--- src/verilog/ura_pkg.sv ---
/*
 * constants, register map and state types of the usb resume and attach sequencer.
 * assumes a 40 MHz system clock and an apb master with 32-bit data.
 */
// Overview of operation
// - k while asleep at j sets non-idle flag
// - non-idle flag raises gated interrupt output
// - go-awake command, power active after startup delay
// - end of k restores mode, sets done
// - high speed resumes within two ls bits
// - restore-done flag raises gated interrupt output
// - bus supply high sets supply-present bit
// - port resets after 100 ms, firmware disables detect
// - suspend records current speed mode
package ura_pkg;

  // ****************************************************
  // register byte addresses
  // ****************************************************
  localparam logic [11:0] URA_CTRL_ADDR = 12'h000; // control bits
  localparam logic [11:0] URA_STAT_ADDR = 12'h004; // status, write one to clear flags
  localparam logic [11:0] URA_XCVR_ADDR = 12'h008; // transceiver settings
  localparam logic [11:0] URA_IEN_ADDR = 12'h00C; // interrupt enables

  // ****************************************************
  // field positions
  // ****************************************************
  localparam int CTRL_GO_AWAKE = 0;
  localparam int CTRL_RESTORE = 1;
  localparam int CTRL_BUS_ACTIVE = 2;
  localparam int CTRL_DETECT_DIS = 3;
  localparam int CTRL_SUSPEND = 4;
  localparam int STAT_NON_IDLE = 0;
  localparam int STAT_DONE = 1;
  localparam int STAT_SUPPLY = 2;
  localparam int STAT_SAVED_HS = 3;
  localparam int STAT_PWR_LO = 4;
  localparam int STAT_LINE_LO = 6;
  localparam int XCVR_SPEED = 0;
  localparam int XCVR_TERM = 1;
  localparam int XCVR_MODE_LO = 2;
  localparam int IEN_NON_IDLE = 0;
  localparam int IEN_DONE = 1;
  localparam int IEN_GROUP = 2;
  localparam int IEN_TOP = 3;

  // ****************************************************
  // encodings and reset values
  // ****************************************************
  localparam logic [1:0] LINE_J = 2'h1; // full-speed idle
  localparam logic [1:0] LINE_K = 2'h2;
  localparam logic [1:0] PWR_SLEEP = 2'h0;
  localparam logic [1:0] PWR_ACTIVE = 2'h3;
  localparam logic XCVR_FS = 1'h1; // speed select 1 picks full speed
  localparam logic XCVR_HS = 1'h0;
  localparam logic TERM_FS = 1'h1;
  localparam logic TERM_HS = 1'h0;
  localparam logic [1:0] MODE_NORMAL = 2'h0;
  localparam logic [1:0] MODE_NODRIVE = 2'h1;

  // ****************************************************
  // timing
  // ****************************************************
  localparam int CLK_MHZ = 40;
  localparam int LS_TWO_BITS_NS = 1333; // two low-speed bit times
  localparam int HS_SHIFT_CYC = (LS_TWO_BITS_NS * CLK_MHZ) / 1000; // longest, round down
  localparam int WAKE_US = 2000; // oscillator plus pll start, plain default
  localparam int WAKE_CYC = WAKE_US * CLK_MHZ;

  typedef enum logic [1:0] {
    URA_IDLE,
    URA_WAIT_END,
    URA_HS_SHIFT
  } ura_rst_t;

endpackage

--- src/verilog/ura_top.sv ---
/*
 * usb device resume detection, wake sequencing and attach status with apb registers.
 * assumes synchronous line-state and bus-supply inputs and a single 40 MHz clock.
 */
// The APB register port and the placing of the registers were chosen for this implementation.
`timescale 1ns/100ps
`default_nettype none
module ura_top
  import ura_pkg::*;
#(
  parameter int WAKE_CYCLES = WAKE_CYC,
  parameter int SHIFT_CYCLES = HS_SHIFT_CYC
) (
  input wire logic CLK_I,
  input wire logic RESETN_I,
  input wire logic PSEL_I,
  input wire logic PENABLE_I,
  input wire logic PWRITE_I,
  input wire logic [11:0] PADDR_I,
  input wire logic [31:0] PWDATA_I,
  output logic [31:0] PRDATA_O,
  output logic PREADY_O,
  output logic PSLVERR_O,
  input wire logic [1:0] LINE_LEVEL_I,
  input wire logic BUS_SUPPLY_I,
  output logic IRQ_OUT_N_O,
  output logic CLK_RUN_O,
  output logic XCVR_SPEED_SEL_O,
  output logic TERMINATION_SEL_O,
  output logic [1:0] OPERATING_MODE_O,
  output logic BUS_ACTIVE_O,
  output logic BUS_DETECT_DISABLE_O
);

  // ****************************************************
  // elaboration checks
  // ****************************************************
  initial begin
    // the shift counter is 16 bits wide, so longer shift delays cannot be served
    if (WAKE_CYCLES < 1 || SHIFT_CYCLES < 1 || SHIFT_CYCLES > 65536) begin
      $error("ura_top: cycle counts out of range");
    end
  end

  // ****************************************************
  // state
  // ****************************************************
  typedef struct packed {
    logic [1:0] rst_sync; // reset release pipe
    logic go_awake; // wake command pending
    logic [31:0] wake_cnt; // oscillator and pll start count
    logic [1:0] power_state;
    logic restore_bus;
    logic bus_active;
    logic bus_detect_disable;
    logic suspended; // firmware declares suspend
    logic saved_speed; // 1 = was high speed
    logic non_idle_seen;
    logic restore_done;
    logic [3:0] irq_en; // top, group, done, non-idle
    logic xcvr_speed_sel;
    logic termination_sel;
    logic [1:0] operating_mode;
    ura_rst_t rst_st;
    logic [15:0] shift_cnt; // hs shift delay after k ends
    logic [31:0] rdata;
  } ura_state_t;

  ura_state_t s_q, s_d;
  logic rst_n; // synchronised reset
  logic wr, rd, hit;
  logic [31:0] w;

  assign rst_n = s_q.rst_sync[1];
  assign wr = PSEL_I & PENABLE_I & PWRITE_I;
  assign rd = PSEL_I & ~PENABLE_I & ~PWRITE_I; // read data latched in setup
  assign w = PWDATA_I;
  assign hit = (PADDR_I == URA_CTRL_ADDR) | (PADDR_I == URA_STAT_ADDR) |
               (PADDR_I == URA_XCVR_ADDR) | (PADDR_I == URA_IEN_ADDR);

  // gated interrupt combine, held while any enabled flag stands
  function automatic logic irq_any(input logic [3:0] en, input logic ni, input logic dn);
    irq_any = en[IEN_TOP] & en[IEN_GROUP] & ((en[IEN_NON_IDLE] & ni) | (en[IEN_DONE] & dn));
  endfunction

  // ****************************************************
  // next-state logic
  // ****************************************************
  always_comb begin
    logic asleep;
    logic line_k;
    asleep = 1'b0;
    line_k = 1'b0;
    s_d = s_q;
    s_d.rst_sync = {s_q.rst_sync[0], 1'b1};
    asleep = (s_q.power_state == PWR_SLEEP);
    line_k = (LINE_LEVEL_I == LINE_K);
    // k while sleeping is a resume request; j is idle
    if (asleep && line_k) begin
      s_d.non_idle_seen = 1'b1;
    end
    // wake: count startup, then report active and run clock
    if (s_q.go_awake) begin
      if (s_q.wake_cnt >= 32'(WAKE_CYCLES - 1)) begin
        s_d.power_state = PWR_ACTIVE;
        s_d.go_awake = 1'b0;
        s_d.wake_cnt = '0;
      end else begin
        s_d.wake_cnt = s_q.wake_cnt + 32'h1;
      end
    end
    // restore sequencer: wait for the port to end k
    unique case (s_q.rst_st)
      URA_IDLE: begin
        if (s_q.restore_bus) begin
          s_d.rst_st = URA_WAIT_END;
        end
      end
      URA_WAIT_END: begin
        if (!s_q.restore_bus) begin
          s_d.rst_st = URA_IDLE; // restore request dropped; no firmware write clears it
        end else if (!line_k) begin
          s_d.xcvr_speed_sel = XCVR_FS;
          s_d.termination_sel = s_q.saved_speed ? TERM_HS : TERM_FS;
          s_d.restore_bus = 1'b0;
          s_d.restore_done = 1'b1;
          s_d.shift_cnt = '0;
          s_d.rst_st = s_q.saved_speed ? URA_HS_SHIFT : URA_IDLE;
        end
      end
      URA_HS_SHIFT: begin
        // shift to hs before two ls bit times pass
        if (s_q.shift_cnt >= 16'(SHIFT_CYCLES - 1)) begin
          s_d.xcvr_speed_sel = XCVR_HS;
          s_d.rst_st = URA_IDLE;
        end else begin
          s_d.shift_cnt = s_q.shift_cnt + 16'h1;
        end
      end
      // the fourth code of the state field is unused; fall back to idle
      default: begin
        s_d.rst_st = URA_IDLE;
      end
    endcase
    // register writes; hardware set wins over write-one clear
    if (wr) begin
      unique case (PADDR_I)
        URA_CTRL_ADDR: begin
          if (w[CTRL_GO_AWAKE] && asleep) begin
            s_d.go_awake = 1'b1;
          end
          if (w[CTRL_RESTORE] && s_q.rst_st == URA_IDLE) begin
            s_d.restore_bus = 1'b1;
          end
          s_d.bus_active = w[CTRL_BUS_ACTIVE];
          s_d.bus_detect_disable = w[CTRL_DETECT_DIS];
          if (w[CTRL_SUSPEND] && !s_q.suspended) begin
            s_d.saved_speed = (s_q.xcvr_speed_sel == XCVR_HS);
            s_d.power_state = PWR_SLEEP;
          end
          s_d.suspended = w[CTRL_SUSPEND];
        end
        URA_STAT_ADDR: begin
          if (w[STAT_NON_IDLE] && !(asleep && line_k)) begin
            s_d.non_idle_seen = 1'b0;
          end
          if (w[STAT_DONE] && !(s_q.rst_st == URA_WAIT_END && !line_k)) begin
            s_d.restore_done = 1'b0;
          end
        end
        URA_XCVR_ADDR: begin
          s_d.xcvr_speed_sel = w[XCVR_SPEED];
          s_d.termination_sel = w[XCVR_TERM];
          s_d.operating_mode = w[XCVR_MODE_LO +: 2];
        end
        URA_IEN_ADDR: begin
          s_d.irq_en = w[IEN_TOP:IEN_NON_IDLE];
        end
        default: begin
        end
      endcase
    end
    // read data captured in setup, stable through access
    if (rd) begin
      s_d.rdata = '0;
      unique case (PADDR_I)
        URA_CTRL_ADDR: s_d.rdata = 32'({s_q.suspended, s_q.bus_detect_disable,
                                       s_q.bus_active, s_q.restore_bus, s_q.go_awake});
        URA_STAT_ADDR: s_d.rdata = 32'({LINE_LEVEL_I, s_q.power_state, s_q.saved_speed,
                                       BUS_SUPPLY_I, s_q.restore_done, s_q.non_idle_seen});
        URA_XCVR_ADDR: s_d.rdata = 32'({s_q.operating_mode, s_q.termination_sel,
                                       s_q.xcvr_speed_sel});
        URA_IEN_ADDR: s_d.rdata = 32'(s_q.irq_en);
        default: s_d.rdata = '0;
      endcase
    end
  end

  // ****************************************************
  // state register
  // ****************************************************
  always_ff @(posedge CLK_I or negedge RESETN_I) begin
    if (!RESETN_I) begin
      s_q <= '0;
    end else if (!rst_n) begin
      s_q <= '0;
      s_q.rst_sync <= s_d.rst_sync;
      s_q.power_state <= PWR_ACTIVE; // powered and clocked after reset
      s_q.xcvr_speed_sel <= XCVR_FS; // detached defaults
      s_q.termination_sel <= TERM_HS;
      s_q.operating_mode <= MODE_NODRIVE;
    end else begin
      s_q <= s_d;
    end
  end

  // ****************************************************
  // outputs
  // ****************************************************
  assign PRDATA_O = s_q.rdata;
  assign PREADY_O = 1'b1; // zero wait states
  assign PSLVERR_O = PSEL_I & PENABLE_I & ~hit;
  // combinational so it falls in the cycle the flag sets
  assign IRQ_OUT_N_O = ~irq_any(s_q.irq_en, s_q.non_idle_seen, s_q.restore_done);
  assign CLK_RUN_O = (s_q.power_state == PWR_ACTIVE);
  assign XCVR_SPEED_SEL_O = s_q.xcvr_speed_sel;
  assign TERMINATION_SEL_O = s_q.termination_sel;
  assign OPERATING_MODE_O = s_q.operating_mode;
  assign BUS_ACTIVE_O = s_q.bus_active;
  assign BUS_DETECT_DISABLE_O = s_q.bus_detect_disable;

  // ****************************************************
  // assertions
  // ****************************************************
  non_idle_set_a: assert property (@(posedge CLK_I) disable iff (!rst_n)
    (s_q.power_state == PWR_SLEEP && LINE_LEVEL_I == LINE_K) |=> s_q.non_idle_seen)
    else $error("k while asleep did not set non-idle");
  irq_gate_a: assert property (@(posedge CLK_I) disable iff (!rst_n)
    (s_q.non_idle_seen && s_q.irq_en[IEN_TOP] && s_q.irq_en[IEN_GROUP] &&
     s_q.irq_en[IEN_NON_IDLE]) |-> !IRQ_OUT_N_O)
    else $error("enabled non-idle did not assert irq");
  wake_time_a: assert property (@(posedge CLK_I) disable iff (!rst_n)
    (s_q.go_awake && s_q.wake_cnt < 32'(WAKE_CYCLES - 1)) |=> !CLK_RUN_O)
    else $error("clock ran before wake delay");
  restore_end_a: assert property (@(posedge CLK_I) disable iff (!rst_n)
    (s_q.rst_st == URA_WAIT_END && s_q.restore_bus && LINE_LEVEL_I != LINE_K)
    |=> (!s_q.restore_bus && s_q.restore_done))
    else $error("end of k did not complete restore");
  hs_shift_a: assert property (@(posedge CLK_I) disable iff (!rst_n)
    $rose(s_q.rst_st == URA_HS_SHIFT) |-> ##[1:53] (s_q.xcvr_speed_sel == XCVR_HS))
    else $error("high speed not restored in time");
  done_irq_a: assert property (@(posedge CLK_I) disable iff (!rst_n)
    (s_q.restore_done && s_q.irq_en[IEN_TOP] && s_q.irq_en[IEN_GROUP] &&
     s_q.irq_en[IEN_DONE]) |-> !IRQ_OUT_N_O)
    else $error("enabled restore-done did not assert irq");
  flag_sticky_a: assert property (@(posedge CLK_I) disable iff (!rst_n)
    (s_q.restore_done && !(wr && PADDR_I == URA_STAT_ADDR)) |=> s_q.restore_done)
    else $error("restore-done dropped without clear");
  irq_quiet_a: assert property (@(posedge CLK_I) disable iff (!rst_n)
    (s_q.irq_en[IEN_TOP] == 1'b0) |-> IRQ_OUT_N_O)
    else $error("irq asserted with top enable off");

endmodule
`default_nettype wire

--- config.mk ---
export PLATFORM = sky130hd
export DESIGN_NAME = ura_top
export DESIGN_NICKNAME = d
export VERILOG_FILES = /design/src/verilog/ura_pkg.sv /design/src/verilog/ura_top.sv
export SDC_FILE = /design/constraint.sdc
export NUM_CORES = 1
export LEC_CHECK = 0
export BUFFER_PORTS_ARGS = -buffer_cell sky130_fd_sc_hd__buf_2
export CAP_MARGIN = 15
export CORE_UTILIZATION = 54
export CTS_CLUSTER_SIZE = 10
export DETAILED_ROUTE_END_ITERATION = 12
export PLACE_DENSITY = 0.89
export SETUP_SLACK_MARGIN = 0.1
export SYNTH_ARGS = -nofsm -noshare
export SYNTH_HDL_FRONTEND = slang
export SYNTH_SLANG_ARGS = --single-unit
export TNS_END_PERCENT = 10
--- constraint.sdc ---
create_clock -name CLK_I -period 1.98 [get_ports CLK_I]
set_input_delay 0.099 -clock CLK_I [delete_from_list [all_inputs] [get_ports CLK_I]]
set_output_delay 0.099 -clock CLK_I [all_outputs]
set_load 0.05 [all_outputs]
---- Yosys cells after proc, flatten, opt, wreduce, memory -nomap -nowiden ----
Cells that the tools add are included.
Widths: inputs -> output; s select.
word-level totals
  flip-flop bits (word level) ............. 102
  output and inout port bits .............. 42
  word-level logic and storage cells ...... 123
cells by class
  equal/unequal tests ..................... 21
  magnitude comparators ................... 2
  mux-type cells .......................... 42
  bitwise operators ....................... 18
  add/sub/neg operators ................... 2
  reductions and logical operators ........ 20
operator list
  kind                   number
  $mux 100               1
  $mux 32                2
  $mux 35                1
  $add 32x1->32 const B  1
  $ge 32x17->1 const B   1
  $mux 16                2
  $pmux 16 s2            1
  $pmux 8 s4             1
  $eq 12x4->1 const B    2
  $mux 1                 18
  $mux 18                1
  $mux 2                 9
  $mux 17                1
  $add 16x1->16 const B  1
  $ge 16x6->1 const B    1
  $ne 3x3->1 const B     5
  $eq 12x3->1 const B    1
  $logic_not 12->1       1
  $ne 2x1->1 const B     6
  $and 1x1->1            9
  $mux 4                 2
  $logic_and 1x1->1      7
  $mux 7                 1
  $eq 2x2->1 const B     3
  13 further kinds       27

---- Depth between registers and ports, before layout ----
  word-level depth ........................ 9
  depth in mapped cells ................... 7

---- Worst setup path before layout ----
No wires, ideal clock.
  kind .................................... reg2reg
  start point ............................. reg s_q[67] in the netlist's numbering
  end point ............................... reg s_q[71] in the netlist's numbering
  required time ........................... 1.859 ns
  setup slack ............................. 0.201 ns
  cell stages (with the launch flop) ...... 8
  period minus slack after synthesis ...... 1.779 ns
  data arrival time ....................... 1.658 ns
  cell sequence ........................... dfrtp_1 > ha_1 > nand2_1 > o211a_1 > o2111a_2 > buf_6 > a21o_1 > a22o_1
between the ends
  word-level cells in the longest chain between the ends .. 4
  elaborated cells on any way between the ends .. 5
  classes of those cells .................. add/sub (1); order compare (1); mux (3)
ends and longest elaborated chain
  element                                        line                            source
  start: declaration                             ura_top.sv:69                   ura_state_t s_q, s_d;
  $add 32x1->32 or $ge 32x17->1 (tied branches)  ura_top.sv:109, ura_top.sv:104
  $mux 32 (*)                                    ura_top.sv:104                  if (s_q.wake_cnt >= 32'(WAKE_CYCLES - 1)) begin
  $mux 35 (*)                                    ura_top.sv:103                  if (s_q.go_awake) begin
  $mux 100 (*)                                   ura_top.sv:205                  end else if (!rst_n) begin
Mark *: on every way between the ends. The rest lies on a longest branch, timed or not. The select of a mux whose other input is x is not followed.
A chain may end at the register's enable or synchronous reset.

---- Final worst setup path ----
  start point ............................. reg s_q[68] in the netlist's numbering
  end point ............................... reg s_q[83] in the netlist's numbering
Same word-level chain as after synthesis.

==> summary.md <==
The run finished with clean final reports. The endpoint type of the worst setup path is a flip-flop. Among all flip-flop cells after synthesis, the most frequent one is sky130_fd_sc_hd__dfrtp_1.

At the later pin of the worst-skew pair, clock insertion delay measures 360 ps. The min-delay analysis places its worst path in the category input port to flip-flop. The flip-flop and latch area is 1952 sq um, and the post-synth design cell area is 4096 sq um.

Setup violations remaining at the end of the flow were counted as 0. The run gives 9 as the number of buffers inserted during clock tree synthesis. Most common library cell in the layout ignoring fill and taps: sky130_fd_sc_hd__dfrtp_1.

The die is 89.10 um wide. After detailed routing, the total wire length is 8.424 mm. The XOR/XNOR share of the synthesized area works out to 0.006414. The mux cell area share after synthesis came out at 0.05620. The async set-reset flop share out of synthesis works out to 1.000.

The number of buffers inserted by port buffering was 41. The post-route cell area is 4596 sq um, and the first-pass GRT wire length is 13.68 mm. In this run the remaining antenna-violating nets after routing total 0.

The total leakage power came out at 2.120 nW. For the max-slew violation count, the log shows 0. The logs give 0.2903 for the met1 usage in global routing and 2 for the deepest clock path buffer count.

Setup repair after global routing could not meet its margin everywhere. The number of different library cells used by synthesis comes to 53. Worst path buffer plus inverter count: 0. In the layout the commonest cells are 78 x sky130_fd_sc_hd__dfrtp_1, 40 x sky130_fd_sc_hd__buf_2, 29 x sky130_fd_sc_hd__and2_1. The type of the worst setup path is flip-flop to flip-flop.

After clock tree synthesis, the clock-pin slew on the worst setup and hold paths is 80 ps. The run gives 0 as the final-report hold violation count. The routability congestion estimate from global placement was 0.8430. TritonCTS built the clock tree.

Based on the critical path, the design can be clocked at up to 526.0 MHz. Counting tap cells, the placed design contains a total of 525 instances. The final antenna diode count came out at 0. The initial standard-cell utilization of the core is 0.5618, and the number of enable flip-flop cells after synthesis is 0. The largest delay contributor family on the critical path was simple AND/OR/NAND/NOR gates.

CTS placed an instance of sky130_fd_sc_hd__clkbuf_8 at the clock tree root. For the critical path data arrival time, the log shows 2150 ps. The floorplan die area is 7938 sq um. The tools report the violation count after the first detailed-routing iteration as 219. The maximum fanout along the worst path is 4, and the detailed-placement wirelength estimate is 5.629 mm. Once placement finished, the instance area stood at 4298 sq um.

The remaining max-slew budget at the tightest pin is 0.6276. Across the VDD grid, the largest voltage drop is 0.4573 mV. The signal on the critical path passes through ha_1 -> nand2_1 -> nor4b_1 -> and3_1 -> o21ai_0 -> a22o_1.

From bottom edge to top edge, the die measures 89.10 um. Setup slack on the worst reg-to-reg path comes out at 80 ps. The compound-gate portion of the synthesized area works out to 0.1219.

The fraction of the yosys area taken by sequential cells was 0.4765. The total area inside the core boundary comes to 7292 sq um. The total overflow left after global routing is 0. The initialized floorplan defines 31 standard-cell rows.

For the filler cell count in the final layout, the log shows 560. The dominant combinational cell family by area after synthesis was simple AND/OR/NAND/NOR gates. Slowest cell on the critical path: sky130_fd_sc_hd__nor4b_1. Max-cap violations in this run came to 0. The run gives 0.2251 as the total global routing track utilization. The tools report the met3 usage as 0.06371.

Counting flops and latches in the post-synthesis netlist gives 78. The tools report the maximum number of pins on one net before global-route repair as 42. Across all layers, the routed design uses 3136 vias. Total iterations of the first detailed-routing run: 5. Power spread over the standard cell area amounts to 637.5 nW/um^2. In the synthesized netlist, the number of instances is 398.

The post-synthesis share of cell area spent on and, or, nand and nor gates is 0.2214. The worst clock skew on the final layout came out at 11.83 ps. The tools report the number of H-tree levels as 3.

The actual slew at the worst max-slew pin is 550.8 ps. Pin placement for this block handled 94 I/O pins. The run gives 1913 sq um as the area taken by multi-input logic gates. The number of antenna violations at the first check in global routing came out at 0. The synthesized area per cell was 10.29 sq um. The fraction of final layout cells with drive strength greater than 1 was 0.2067; the sink count of the clock tree was 78. At the worst endpoint, the required time is 2230 ps.

For this run, the post-layout net count is 504. Yosys printed 0 warnings. The count of placed standard cells in the final layout, fillers left out is 549, and the time the worst path needs with I/O delays and setup is 1901 ps. The met2 usage in global routing was 0.3567; the adder-cell share of the synthesized area was 0.02138. For this run, design rule violations remaining after detail routing come to 0.

From synthesis to final layout, the design area changed by 12.19%. In this run the most used layer during global routing was met2. The share of the cycle needed by the critical path after routing works out to 0.9602. After detailed routing, the number of vias per cell comes to 5.712.

The average wire per cell in the routed design came out at 15.34 um. The worst setup path is launched from a flip-flop. Maximum single-stage delay on the critical path: 550 ps.

Via count of the first global-routing pass: 2986.
## sequential cells by signal (all words and copies together) (netlist names)
| register | count |
|---|---|
| s_q | 62 |
| PRDATA_O | 8 |
| OPERATING_MODE_O | 2 |
| BUS_ACTIVE_O | 1 |
| BUS_DETECT_DISABLE_O | 1 |
| TERMINATION_SEL_O | 1 |
| XCVR_SPEED_SEL_O | 1 |
| rst_n | 1 |
| s_d | 1 |
## layer usage
layer | routed length, um | vias up
met3 | 515 | 16
met5 | 0 | -
met4 | 123 | 0
met2 | 4160 | 146
met1 | 3624 | 1532
li1 | - | 1442
## worst register-to-register path: stages (launching register included)
cell                      delay [ps]
sky130_fd_sc_hd__dfrtp_1         380
sky130_fd_sc_hd__ha_1            210
sky130_fd_sc_hd__nand2_1         120
sky130_fd_sc_hd__nor4b_1         550
sky130_fd_sc_hd__and3_1          260
sky130_fd_sc_hd__o21ai_0          80
sky130_fd_sc_hd__a22o_1          190
## Yosys cell counts (all sizes together) (2+ instances only)
cell    number  share of area
xnor2        3         0.0064
o21ai       15          0.018
mux2i       14          0.034
clkbuf      11          0.010
or3          4         0.0061
o21a         3         0.0055
o221ai       2         0.0043
conb         2         0.0018
and2        29          0.044
nand3       17          0.021
mux4         4          0.022
a41o         2         0.0049
ha           7          0.021
a22o         6          0.013
a21oi       10          0.012
and4         3         0.0064
and3         6         0.0092
dfrtp       78           0.48
nor2        13          0.012
o211ai       2         0.0037
buf         40          0.072
nand2       25          0.023
nor2b       18          0.027
nor3b        5          0.010
a21boi       9          0.016
inv         13          0.012
nand2b       6         0.0092
nor4         9          0.014
a31oi        7          0.011
a21o         2         0.0037
o22ai        2         0.0031
nor3         7          0.011
nand3b       2         0.0037
nand4        5          0.011
a41oi        4         0.0086
nor4b        2         0.0043
## area by class of cell
class	instances	area share
well taps	99	0.02695
repair buffers	62	0.08331
clock buffers	11	0.03077
inverters	13	0.01062
flip-flops and latches	78	0.4247
multi-input cells	281	0.4163
clock inverters	5	0.007351
## where the power goes
group          internal, mW  total [mW]  switching [mW]
Sequential             1.59        1.60         0.00399
Combinational        0.0566       0.255           0.198
Clock                 0.489        1.08           0.588
## per-stage QoR
| step | TNS [ps] | setup slack, ps | util | hold WS [ps] | total power [mW] |
|---|---|---|---|---|---|
| after global placement | 0 | 109.8 | 0.5894 | 100.6 | 1.871 |
| after global routing | -29.75 | -29.75 | 0.6302 | 31.15 | 3.031 |
| after floorplan | 0 | 201.5 | - | -196.6 | 1.830 |
| after CTS | 0 | 68.76 | 0.6170 | 11.96 | 2.945 |
| final | 0 | 78.76 | 0.6302 | 20.33 | 2.930 |
| after detailed placement | 0 | 70.96 | 0.5894 | 111.7 | 1.875 |
## cell families after synthesis
group	Yosys count
flip-flops	78
multiplexers	18
XOR/XNOR	3
other	2
adder cells (fa/ha/maj)	7
AND/OR/NAND/NOR	155
AO/OA/AOI/OAI	71
buffers and inverters	64
## path summary, 6_finish.rpt
check | start | endpoint | cells after the start
hold / removal | PWDATA_I[4] | s_q[61] | 3
hold reg to reg | s_d[101] | rst_n | 0
min in group asynchronous | RESETN_I | s_q[81] | 2
setup reg to reg | s_q[68] | s_q[83] | 6
setup / recovery | s_q[68] | s_q[83] | 6
max in group asynchronous | RESETN_I | s_q[32] | 3
## repair_timing
action / CTS / global route
hold buffers: 2 / 0
setup buffers: 0 / 4
resized for setup: 1 / 10
gates cloned: 0 / 1
pin swaps: 0 / 4
hold endpoints to repair: 41 / 0
setup endpoints to repair: 7 / 23
No activity file was read; power rests on OpenSTA's default activity.
